===== src/pfg_pkg.sv =====
// Package for the port F / port G pin I/O block.
// Assumes an AXI4-Lite register bus with 32-bit data and word-aligned registers.
package pfg_pkg;

  // ---------------------------------------------------------------
  // Register map (byte addresses)
  // ---------------------------------------------------------------
  localparam logic [7:0] ADDR_PORT_F_DIRECTION = 8'h00;
  localparam logic [7:0] ADDR_PORT_F_PIN_LEVELS = 8'h04;
  localparam logic [7:0] ADDR_PORT_F_OUTPUT_LATCH = 8'h08;
  localparam logic [7:0] ADDR_PORT_G_DIRECTION = 8'h0c;
  localparam logic [7:0] ADDR_PORT_G_PIN_LEVELS = 8'h10;
  localparam logic [7:0] ADDR_PORT_G_OUTPUT_LATCH = 8'h14;
  localparam logic [7:0] ADDR_PORT_F_BUFFER_SEL = 8'h18;

  // ---------------------------------------------------------------
  // Widths and reset values
  // ---------------------------------------------------------------
  localparam int PORT_F_WIDTH = 8;
  localparam int PORT_G_IO_WIDTH = 5;
  localparam int PORT_G_WIDTH = 6;
  localparam logic [7:0] PORT_F_DIRECTION_RESET = 8'hff;
  localparam logic [4:0] PORT_G_DIRECTION_RESET = 5'h1f;
  localparam logic [7:0] PORT_F_LATCH_RESET = 8'h00;
  localparam logic [4:0] PORT_G_LATCH_RESET = 5'h00;
  // Bit positions of shared functions.
  localparam int F_CMP2_BIT = 1;
  localparam int F_CMP1_BIT = 2;
  localparam int F_VREF_BIT = 5;
  localparam int F_SLAVE_SEL_BIT = 7;
  localparam int G_SERIAL_CLK_BIT = 1;
  localparam int G_SERIAL_DATA_BIT = 2;
  localparam int G_SIXTH_BIT = 5;

  localparam logic [1:0] RESP_OKAY = 2'b00;
  localparam logic [1:0] RESP_SLVERR = 2'b10;

  // One pin group: output value and output enable.
  typedef struct packed {
    logic [7:0] out;
    logic [7:0] oe;
  } pfg_drive_t;

  // Peripheral override bundle for one port.
  typedef struct packed {
    logic [7:0] own;     // Peripheral owns the pin.
    logic [7:0] force_out; // When owned: 1 drives, 0 forces input.
    logic [7:0] data;    // Peripheral output value.
  } pfg_periph_t;

endpackage : pfg_pkg


===== src/pfg_port_io.sv =====
// Port F (8 bits) and port G (5 I/O pins plus one input-only pin) with registers.
// Assumes an AXI4-Lite master on aclk and pins sampled from outside this clock.
module pfg_port_io
(
  input wire logic aclk,
  input wire logic aresetn,
  // AXI4-Lite slave.
  input wire logic [7:0] s_axi_awaddr,
  input wire logic s_axi_awvalid,
  output logic s_axi_awready,
  input wire logic [31:0] s_axi_wdata,
  input wire logic [3:0] s_axi_wstrb,
  input wire logic s_axi_wvalid,
  output logic s_axi_wready,
  output logic [1:0] s_axi_bresp,
  output logic s_axi_bvalid,
  input wire logic s_axi_bready,
  input wire logic [7:0] s_axi_araddr,
  input wire logic s_axi_arvalid,
  output logic s_axi_arready,
  output logic [31:0] s_axi_rdata,
  output logic [1:0] s_axi_rresp,
  output logic s_axi_rvalid,
  input wire logic s_axi_rready,
  // Configuration fuse level and the shared peripherals.
  input wire logic master_clear_enable_cfg,
  input wire pfg_pkg::pfg_periph_t port_f_periph,
  input wire pfg_pkg::pfg_periph_t port_g_periph,
  input wire logic [7:0] port_f_analog_sel,
  // Pins.
  input wire logic [7:0] port_f_pin_in,
  output pfg_pkg::pfg_drive_t port_f_pin,
  input wire logic [5:0] port_g_pin_in,
  output pfg_pkg::pfg_drive_t port_g_pin,
  // Decoded pin inputs toward peripherals.
  output logic [7:0] port_f_digital_in,
  output logic [5:0] port_g_digital_in,
  output logic master_clear_input,
  output logic port_f_slave_sel_ttl
);

  // ---------------------------------------------------------------
  // Pin input synchronisers
  // ---------------------------------------------------------------
  logic [7:0] f_meta;
  logic [7:0] f_sync;
  logic [5:0] g_meta;
  logic [5:0] g_sync;
  logic cfg_meta;
  logic cfg_sync;

  // Two flops on every pin level; only the second stage is read.
  always_ff @(posedge aclk)
  begin
    f_meta <= port_f_pin_in;
    f_sync <= f_meta;
    g_meta <= port_g_pin_in;
    g_sync <= g_meta;
    cfg_meta <= master_clear_enable_cfg;
    cfg_sync <= cfg_meta;
  end

  // ---------------------------------------------------------------
  // Register state
  // ---------------------------------------------------------------
  logic [7:0] port_f_direction;
  logic [7:0] port_f_output_latch;
  logic [4:0] port_g_direction;
  logic [4:0] port_g_output_latch;
  logic port_f_buffer_ttl;

  // ---------------------------------------------------------------
  // AXI4-Lite write channel
  // ---------------------------------------------------------------
  logic aw_held;
  logic w_held;
  logic [7:0] aw_addr;
  logic [31:0] w_data;
  logic [3:0] w_strb;
  logic do_write;
  logic write_hit;

  // A write fires once both address and data are captured and no response waits.
  // Holding off while bvalid stands keeps a second write from landing unanswered.
  assign do_write = aw_held && w_held && !s_axi_bvalid;

  function automatic logic addr_mapped(input logic [7:0] a);
    addr_mapped = (a == pfg_pkg::ADDR_PORT_F_DIRECTION) || (a == pfg_pkg::ADDR_PORT_F_PIN_LEVELS) ||
                  (a == pfg_pkg::ADDR_PORT_F_OUTPUT_LATCH) || (a == pfg_pkg::ADDR_PORT_G_DIRECTION) ||
                  (a == pfg_pkg::ADDR_PORT_G_PIN_LEVELS) || (a == pfg_pkg::ADDR_PORT_G_OUTPUT_LATCH) ||
                  (a == pfg_pkg::ADDR_PORT_F_BUFFER_SEL);
  endfunction : addr_mapped

  // Only word offsets decode; byte offsets inside a word alias to that word.
  assign write_hit = addr_mapped({aw_addr[7:2], 2'b00});

  // Address and data are taken independently, in either order.
  always_ff @(posedge aclk)
  begin
    if (!aresetn)
    begin
      aw_held <= 1'b0;
      w_held <= 1'b0;
      aw_addr <= 8'h00;
      w_data <= 32'h0000_0000;
      w_strb <= 4'h0;
      s_axi_awready <= 1'b0;
      s_axi_wready <= 1'b0;
    end
    else
    begin
      s_axi_awready <= !aw_held && !s_axi_awready && s_axi_awvalid;
      s_axi_wready <= !w_held && !s_axi_wready && s_axi_wvalid;
      if (s_axi_awvalid && s_axi_awready)
      begin
        aw_held <= 1'b1;
        aw_addr <= s_axi_awaddr;
      end
      else if (do_write)
      begin
        aw_held <= 1'b0;
      end
      if (s_axi_wvalid && s_axi_wready)
      begin
        w_held <= 1'b1;
        w_data <= s_axi_wdata;
        w_strb <= s_axi_wstrb;
      end
      else if (do_write)
      begin
        w_held <= 1'b0;
      end
    end
  end

  // Write response; unmapped addresses answer SLVERR.
  always_ff @(posedge aclk)
  begin
    if (!aresetn)
    begin
      s_axi_bvalid <= 1'b0;
      s_axi_bresp <= pfg_pkg::RESP_OKAY;
    end
    else if (do_write)
    begin
      s_axi_bvalid <= 1'b1;
      s_axi_bresp <= write_hit ? pfg_pkg::RESP_OKAY : pfg_pkg::RESP_SLVERR;
    end
    else if (s_axi_bready)
    begin
      s_axi_bvalid <= 1'b0;
    end
  end

  // ---------------------------------------------------------------
  // Register updates (only byte lane 0 carries data)
  // ---------------------------------------------------------------
  // Upper byte lanes are ignored because no register is wider than eight bits.
  logic wr_lane0;
  assign wr_lane0 = do_write && w_strb[0];

  // Direction registers hold only software values; overrides never land here.
  always_ff @(posedge aclk)
  begin
    if (!aresetn)
    begin
      port_f_direction <= pfg_pkg::PORT_F_DIRECTION_RESET;
      port_g_direction <= pfg_pkg::PORT_G_DIRECTION_RESET;
    end
    else if (wr_lane0)
    begin
      if ({aw_addr[7:2], 2'b00} == pfg_pkg::ADDR_PORT_F_DIRECTION)
      begin
        port_f_direction <= w_data[7:0];
      end
      if ({aw_addr[7:2], 2'b00} == pfg_pkg::ADDR_PORT_G_DIRECTION)
      begin
        port_g_direction <= w_data[4:0];
      end
    end
  end

  // A write to either the latch or the pin register lands in the latch.
  always_ff @(posedge aclk)
  begin
    if (!aresetn)
    begin
      port_f_output_latch <= pfg_pkg::PORT_F_LATCH_RESET;
      port_g_output_latch <= pfg_pkg::PORT_G_LATCH_RESET;
    end
    else if (wr_lane0)
    begin
      if (({aw_addr[7:2], 2'b00} == pfg_pkg::ADDR_PORT_F_OUTPUT_LATCH) ||
          ({aw_addr[7:2], 2'b00} == pfg_pkg::ADDR_PORT_F_PIN_LEVELS))
      begin
        port_f_output_latch <= w_data[7:0];
      end
      if (({aw_addr[7:2], 2'b00} == pfg_pkg::ADDR_PORT_G_OUTPUT_LATCH) ||
          ({aw_addr[7:2], 2'b00} == pfg_pkg::ADDR_PORT_G_PIN_LEVELS))
      begin
        port_g_output_latch <= w_data[4:0];
      end
    end
  end

  // Slave-select buffer choice: one selects the TTL threshold.
  // It resets to the Schmitt setting, matching the other pins of the port.
  always_ff @(posedge aclk)
  begin
    if (!aresetn)
    begin
      port_f_buffer_ttl <= 1'b0;
    end
    else if (wr_lane0 && ({aw_addr[7:2], 2'b00} == pfg_pkg::ADDR_PORT_F_BUFFER_SEL))
    begin
      port_f_buffer_ttl <= w_data[0];
    end
  end

  // ---------------------------------------------------------------
  // AXI4-Lite read channel
  // ---------------------------------------------------------------
  logic [7:0] rd_addr;
  logic [31:0] rd_word;

  // Pin reads show synchronised levels; latch reads show the latch.
  // Unmapped offsets read as zero and are flagged by the response code.
  always_comb
  begin
    rd_word = 32'h0000_0000;
    case (rd_addr)
      pfg_pkg::ADDR_PORT_F_DIRECTION: rd_word[7:0] = port_f_direction;
      pfg_pkg::ADDR_PORT_F_PIN_LEVELS: rd_word[7:0] = port_f_digital_in;
      pfg_pkg::ADDR_PORT_F_OUTPUT_LATCH: rd_word[7:0] = port_f_output_latch;
      pfg_pkg::ADDR_PORT_G_DIRECTION: rd_word[4:0] = port_g_direction;
      pfg_pkg::ADDR_PORT_G_PIN_LEVELS: rd_word[5:0] = port_g_digital_in;
      pfg_pkg::ADDR_PORT_G_OUTPUT_LATCH: rd_word[4:0] = port_g_output_latch;
      pfg_pkg::ADDR_PORT_F_BUFFER_SEL: rd_word[0] = port_f_buffer_ttl;
      default: rd_word = 32'h0000_0000;
    endcase
  end

  assign rd_addr = {s_axi_araddr[7:2], 2'b00};

  // Read address is taken for one cycle, data answered on the next edge.
  // The address is decoded live, so a master must hold araddr until it is taken.
  always_ff @(posedge aclk)
  begin
    if (!aresetn)
    begin
      s_axi_arready <= 1'b0;
      s_axi_rvalid <= 1'b0;
      s_axi_rdata <= 32'h0000_0000;
      s_axi_rresp <= pfg_pkg::RESP_OKAY;
    end
    else
    begin
      s_axi_arready <= s_axi_arvalid && !s_axi_arready && !s_axi_rvalid;
      if (s_axi_arvalid && s_axi_arready)
      begin
        s_axi_rvalid <= 1'b1;
        s_axi_rdata <= rd_word;
        s_axi_rresp <= addr_mapped(rd_addr) ? pfg_pkg::RESP_OKAY : pfg_pkg::RESP_SLVERR;
      end
      else if (s_axi_rready)
      begin
        s_axi_rvalid <= 1'b0;
      end
    end
  end

  // ---------------------------------------------------------------
  // Pin drivers
  // ---------------------------------------------------------------
  logic [7:0] f_drive;
  logic [7:0] f_value;
  logic [4:0] g_drive;
  logic [4:0] g_value;

  // Port F: peripherals such as comparator outputs on bits 1 and 2 take over
  // the pin; analog-selected pins never drive digitally.
  always_comb
  begin
    for (int i = 0; i < pfg_pkg::PORT_F_WIDTH; i++)
    begin
      if (port_f_periph.own[i])
      begin
        f_drive[i] = port_f_periph.force_out[i];
        f_value[i] = port_f_periph.data[i];
      end
      else
      begin
        f_drive[i] = !port_f_direction[i];
        f_value[i] = port_f_output_latch[i];
      end
    end
    f_drive = f_drive & ~port_f_analog_sel;
  end

  // Port G: serial and capture/compare units override by pin ownership.
  always_comb
  begin
    for (int i = 0; i < pfg_pkg::PORT_G_IO_WIDTH; i++)
    begin
      if (port_g_periph.own[i])
      begin
        g_drive[i] = port_g_periph.force_out[i];
        g_value[i] = port_g_periph.data[i];
      end
      else
      begin
        g_drive[i] = !port_g_direction[i];
        g_value[i] = port_g_output_latch[i];
      end
    end
  end

  // Registered drive so every output leaves a flop; reset releases all pins.
  // The register costs one cycle of pin latency but keeps pad enables glitch-free.
  always_ff @(posedge aclk)
  begin
    if (!aresetn)
    begin
      port_f_pin <= '0;
      port_g_pin <= '0;
    end
    else
    begin
      port_f_pin.out <= f_value & f_drive;
      port_f_pin.oe <= f_drive;
      port_g_pin.out <= {3'b000, g_value & g_drive};
      port_g_pin.oe <= {3'b000, g_drive};
    end
  end

  // ---------------------------------------------------------------
  // Input paths
  // ---------------------------------------------------------------
  // Schmitt thresholds sit in the pad; here analog pins read zero and the
  // sixth pin reads only when master clear is off.
  // The fuse level is synchronised like a pin because it settles outside this clock.
  always_ff @(posedge aclk)
  begin
    if (!aresetn)
    begin
      port_f_digital_in <= 8'h00;
      port_g_digital_in <= 6'h00;
      master_clear_input <= 1'b1;
      port_f_slave_sel_ttl <= 1'b0;
    end
    else
    begin
      port_f_digital_in <= f_sync & ~port_f_analog_sel;
      port_g_digital_in[4:0] <= g_sync[4:0];
      port_g_digital_in[pfg_pkg::G_SIXTH_BIT] <= cfg_sync ? 1'b0 : g_sync[pfg_pkg::G_SIXTH_BIT];
      master_clear_input <= cfg_sync ? g_sync[pfg_pkg::G_SIXTH_BIT] : 1'b1;
      port_f_slave_sel_ttl <= port_f_buffer_ttl;
    end
  end

endmodule : pfg_port_io


===== config.mk =====
export PLATFORM = sky130hd
export DESIGN_NAME = pfg_port_io
export DESIGN_NICKNAME = d
export VERILOG_FILES = /design/src/pfg_pkg.sv /design/src/pfg_port_io.sv
export SDC_FILE = /design/constraint.sdc
export NUM_CORES = 1
export LEC_CHECK = 0
export BUFFER_PORTS_ARGS = -buffer_cell sky130_fd_sc_hd__buf_4
export CORE_MARGIN = 8
export CORE_UTILIZATION = 47
export CTS_BUF_LIST = sky130_fd_sc_hd__clkbuf_8 sky130_fd_sc_hd__clkbuf_16
export CTS_CLUSTER_SIZE = 8
export DETAILED_ROUTE_END_ITERATION = 6
export PLACE_DENSITY = 0.91
export SYNTH_ARGS = -nofsm -noshare
export SYNTH_HDL_FRONTEND = slang
export SYNTH_SLANG_ARGS = --single-unit

===== constraint.sdc =====
create_clock -name aclk -period 1.9 [get_ports aclk]
set_clock_uncertainty 0.1 [all_clocks]
set_input_delay 0 -clock aclk [delete_from_list [all_inputs] [get_ports aclk]]
set_output_delay 0 -clock aclk [all_outputs]
set_load 0.01 [all_outputs]

# Yosys cells after proc, flatten, opt, wreduce, memory -nomap -nowiden
# Cells that the tools add are included.
[classes] eq_ne=12 muxes=39 n_bitwise=6 reduce_logical=59
[op_table] op="== test 6 x 3 -> 1 bit (second input constant)" n=6
[op_table] op="two-way mux 1 bit" n=33
[op_table] op="AND 8 bit" n=3
[op_table] op="== test 6 x 2 -> 1 bit (second input constant)" n=4
[op_table] op="case mux 4 bit (6 select lines)" n=1
[op_table] op="logical NOT 1 bit" n=20
[op_table] op="logical OR 1 bit" n=14
[op_table] op="logical AND 1 bit" n=13
[op_table] op="== test 6 x 1 -> 1 bit (second input constant)" n=2
[op_table] op="AND reduction 2 bit" n=5
[op_table] op="logical NOT 8 bit" n=1
[op_table] op="NOT 8 bit" n=1
[op_table] op="nonzero test 2 bit" n=4
[op_table] op="case mux 1 bit (7 select lines)" n=1
[op_table] op="logical NOT 6 bit" n=1
[op_table] op="case mux 2 bit (3 select lines)" n=1
[op_table] op="AND 5 bit" n=1
[op_table] op="two-way mux 2 bit" n=2
[op_table] op="case mux 1 bit (4 select lines)" n=1
[op_table] op="OR reduction 2 bit" n=1
[op_table] op="NOT 1 bit" n=1
[word_totals] reg_bits=141 inputBits=130 wordCells=151

# Depth between registers and ports, before layout
[depth] ltp_word=8 ltp_mapped=6 depth_no_buf=4

# Least setup slack after synthesis
# Ideal clock, no wire load.
[synth_timing] kind="register to register" from="register s_axi_bvalid" to="register port_f_output_latch[0]" arrival_ps=1398 required_time_ps=1728 slack_ps=330 stages_incl_launch_ff=6 period_less_slack_ps=1570 path_cell_list="dfxtp_1 and3b_1 buf_4 nand3_2 nor3_4 mux2i_1"
[synth_between] elab_chain_len=4
[synth_rtl] element="start: declaration" line_no="pfg_port_io.sv:16" rtl="output logic s_axi_bvalid,"
[synth_rtl] element="start signal: assignment" line_no="pfg_port_io.sv:141" rtl="s_axi_bvalid <= 1'b0;"
[synth_rtl] element="start signal: assignment" line_no="pfg_port_io.sv:146" rtl="s_axi_bvalid <= 1'b1;"
[synth_rtl] element="start signal: assignment" line_no="pfg_port_io.sv:151" rtl="s_axi_bvalid <= 1'b0;"
[synth_rtl] element="logical NOT 1 bit" line_no="pfg_port_io.sv:85" rtl="assign do_write = aw_held && w_held && !s_axi_bvalid;"
[synth_rtl] element="logical AND 1 bit" line_no="pfg_port_io.sv:85"
[synth_rtl] element="logical AND 1 bit" line_no="pfg_port_io.sv:160" rtl="assign wr_lane0 = do_write && w_strb[0];"
[synth_rtl] element="AND reduction 2 bit (no source line)"
[synth_rtl] element="end signal: assignment" line_no="pfg_port_io.sv:188" rtl="port_f_output_latch <= pfg_pkg::PORT_F_LATCH_RESET;"
[synth_rtl] element="end signal: assignment" line_no="pfg_port_io.sv:196" rtl="port_f_output_latch <= w_data[7:0];"
[synth_rtl] element="end: declaration" line_no="pfg_port_io.sv:67" rtl="logic [7:0] port_f_output_latch;"
# No other way between the ends.
# A chain may end at the register's enable or synchronous reset.

# Worst setup path in the final report
[layout_timing] from="register port_g_output_latch[4]" to="register port_g_pin[12] (netlist name)"
[layout_between] elab_chain_len=2
[layout_rtl] element="start: declaration" line_no="pfg_port_io.sv:69" rtl="logic [4:0] port_g_output_latch;"
[layout_rtl] element="start signal: assignment" line_no="pfg_port_io.sv:189" rtl="port_g_output_latch <= pfg_pkg::PORT_G_LATCH_RESET;"
[layout_rtl] element="start signal: assignment" line_no="pfg_port_io.sv:201" rtl="port_g_output_latch <= w_data[4:0];"
[layout_rtl] element="two-way mux 1 bit" line_no="pfg_port_io.sv:305" rtl="if (port_g_periph.own[i])"
[layout_rtl] element="AND 5 bit" line_no="pfg_port_io.sv:331" rtl="port_g_pin.out <= {3'b000, g_value & g_drive};"
[layout_rtl] element="end: declaration" line_no="pfg_port_io.sv:34" rtl="output pfg_pkg::pfg_drive_t port_g_pin,"
# No other way between the ends.

==> metrics.cfg <==
[run_status]
status = finished, final reports clean

[clocking]
h-tree-depth = 4
path_clk_slew_ps = 60
cts_tree = done
cts_buffers = 17
cts_num_sinks = 131
clockBufferDepth = 2
cts-root-buf = clkbuf_8
post_cts_buffers = 0
insertion_delay_ps = 530

[global_route]
grt-ovfl-total = 0
grt_pass1_vias = 4718
grt_pass1_wl_um = 23430
grt_max_degree = 39
track_usage_pct = 22.69
antenna_found_initial = 0

[final_layout]
fin_nets = 867
final_util_pct = 75.95
syn2layout_area_growth_pct = 59.72
drive_gt1_share_pct = 26.40
mostFrequentLayoutCell = buf_4
final_cell_mix = buf_4, dfxtp_1, dlygate4sd3_1
diodes = 0

[hold_path]
holdCritPathClass = in -> reg
holdPathStages = 2

[route]
drc = 0
via_count = 4385
viasPerCell = 4.949
drtPass1Iterations = 4
wire_per_inst_um = 17.46
drt_iter0_markers = 183
drt-total-wl_um = 15470
final_antenna_net_count = 0

[floorplanning]
die_w_um = 117.3
core_area_sq_um = 10140
start_util_pct = 47.55
ioPinCount = 219
die_area_sq_um = 13750
fp.dieH_um = 117.3
rows = 37

[power_and_ir_drop]
ir_worst_vdd_mv = 0.5746
powerDensity_nw_per_um2 = 881.7
cellLeakagePower_nw = 3.469

[synthesis]
synthCells = 472
ys_ff_latch = 131
synth_top_area_cell = dfxtp_1
yosysSeqAreaShare_pct = 54.40
synth_top_area_share_pct = 54.40
synth_cell_type_count = 45
netlist_area_sq_um = 4821
synth.area.top_cells = dfxtp_1, mux2i_1, buf_4
ys_warn_count = 0
synth_area_per_cell_sq_um = 10.21

[worst_setup_path]
cp-start-kind = flop
cp.arrival_ps = 2190
cp.required_ps = 2210
crit_fanout = 3
reg2regPathDepth = 4
criticalPathCategory = reg -> reg
end_kind = flop

[timing]
rsz0062_at_grt = no
timing.final.crit_period_ps = 1879
setup_viol = 0
fmax_mhz = 532.3
fin_crit_sh_pct = 98.89
setup_tns_ps = 0
drv_slew = 0
final-hold-violation-count = 0

[placed_design]
io_buffer_count = 146
dp.final_hpwl_um = 9519
gp_congestion = 0.8031

[run]
drv_cap = 0

## cell families (layout without fill, tap and decap cells)
group                     count (synthesis)  in the layout  synth area share [%]
xor gates and xnor gates                  1              1                0.1817
DFF                                     131            131                 54.40
and+or+nand+nor                         162            162                 18.09
buffers and inverters                    58            305                 7.267
AOI/OAI and AO/OA                        72             72                 9.655
muxes                                    47             47                 10.33
other                                     1             32               0.07779
## critical path, stage by stage, from the launching register on
cell and delay (ps):
dfxtp_2 330, mux2i_1 150, dlygate4sd3_1 590, nor2b_1 50, dlygate4sd3_1 540
## registers in the layout, summed over array words and instances (netlist names), 5 cells and up
signal,cells
f_meta,8
w_data,8
port_g_digital_in,6
port_g_output_latch,5
aw_addr,6
g_sync,6
port_f_direction,8
s_axi_rdata,8
port_g_pin,10
port_f_output_latch,8
f_sync,8
port_g_direction,5
g_meta,6
port_f_digital_in,8
port_f_pin,16
## metrics by stage
step	cells	instance area, sq um	hold slack, ps	worst slack, ps	power, W
2_1_floorplan	503	4937	-72.28	330.3	0.003181
3_3_place_gp	738	5933	4.578	305.8	0.003377
3_5_place_dp	738	5933	5.718	198.9	0.003397
4_1_cts	887	7701	0.3087	45.62	0.006791
5_1_grt	886	7700	0.8861	1.305	0.007019
6_report	886	7700	19.22	21.18	0.006789
## power by group
part           switching [W]  internal, W
Sequential         0.0000469      0.00283
Combinational       0.000271     0.000383
Clock                0.00125      0.00201
Total                0.00157      0.00522
## Yosys cell counts (all sizes together)
| cell | count |
|---|---|
| o21a | 1 |
| or4 | 1 |
| nand2b | 1 |
| a21boi | 18 |
| o2bb2ai | 3 |
| nor4 | 3 |
| a21oi | 17 |
| a31oi | 1 |
| o21ai | 18 |
| nor3b | 8 |
| o211a | 1 |
| xnor2 | 1 |
| o41ai | 1 |
| mux2i | 43 |
| dfxtp | 131 |
| nand3b | 1 |
| clkbuf | 17 |
| nor4bb | 1 |
| nand2 | 67 |
| conb | 1 |
| or3 | 1 |
| mux2 | 2 |
| nor3 | 8 |
| a22oi | 4 |
| a211oi | 3 |
| and3b | 11 |
| o311a | 1 |
| mux4 | 2 |
| a311o | 1 |
| nand3 | 15 |
| buf | 37 |
| nand4 | 3 |
| o31ai | 2 |
| inv | 4 |
| nor2b | 18 |
| nor2 | 11 |
| a32oi | 1 |
| and2 | 13 |
## cell type report
cell class                 instances  area [sq um]
multi-input combinational        314          1969
sequential                       131          2626
fill                             622          2439
clock buffer                      17         414.1
inverter                           4         15.01
clock inverter                    15         182.7
timing repair buffer             269          2322
tap                              136         170.2
## what timing repair did
item / 4_1_cts / 5_1_grt
endpoints found under the hold margin: 109 / 2
gates resized for setup: 0 / 6
endpoints found under the setup margin: 0 / 8
hold buffers: 117 / 3
## layer usage
metal	share of wire [%]	global-route usage, %
met5	0	0
met4	2.7	11.18
met3	7.0	6.721
met2	53	41.70
met1	38	22.84
## worst paths after layout
path / startpoint / end / slack, ps
worst max-delay path: port_g_output_latch[4]$_SDFFE_PN0P_ / port_g_pin[12]$_SDFF_PN0_ / 20
worst min-delay path: port_f_pin_in[5] / f_meta[5]$_DFF_P_ / 20
worst max register to register: port_g_output_latch[4]$_SDFFE_PN0P_ / port_g_pin[12]$_SDFF_PN0_ / 20
worst min register to register: f_meta[4]$_DFF_P_ / f_sync[4]$_DFF_P_ / 230
(Power assumes the default switching activity.)
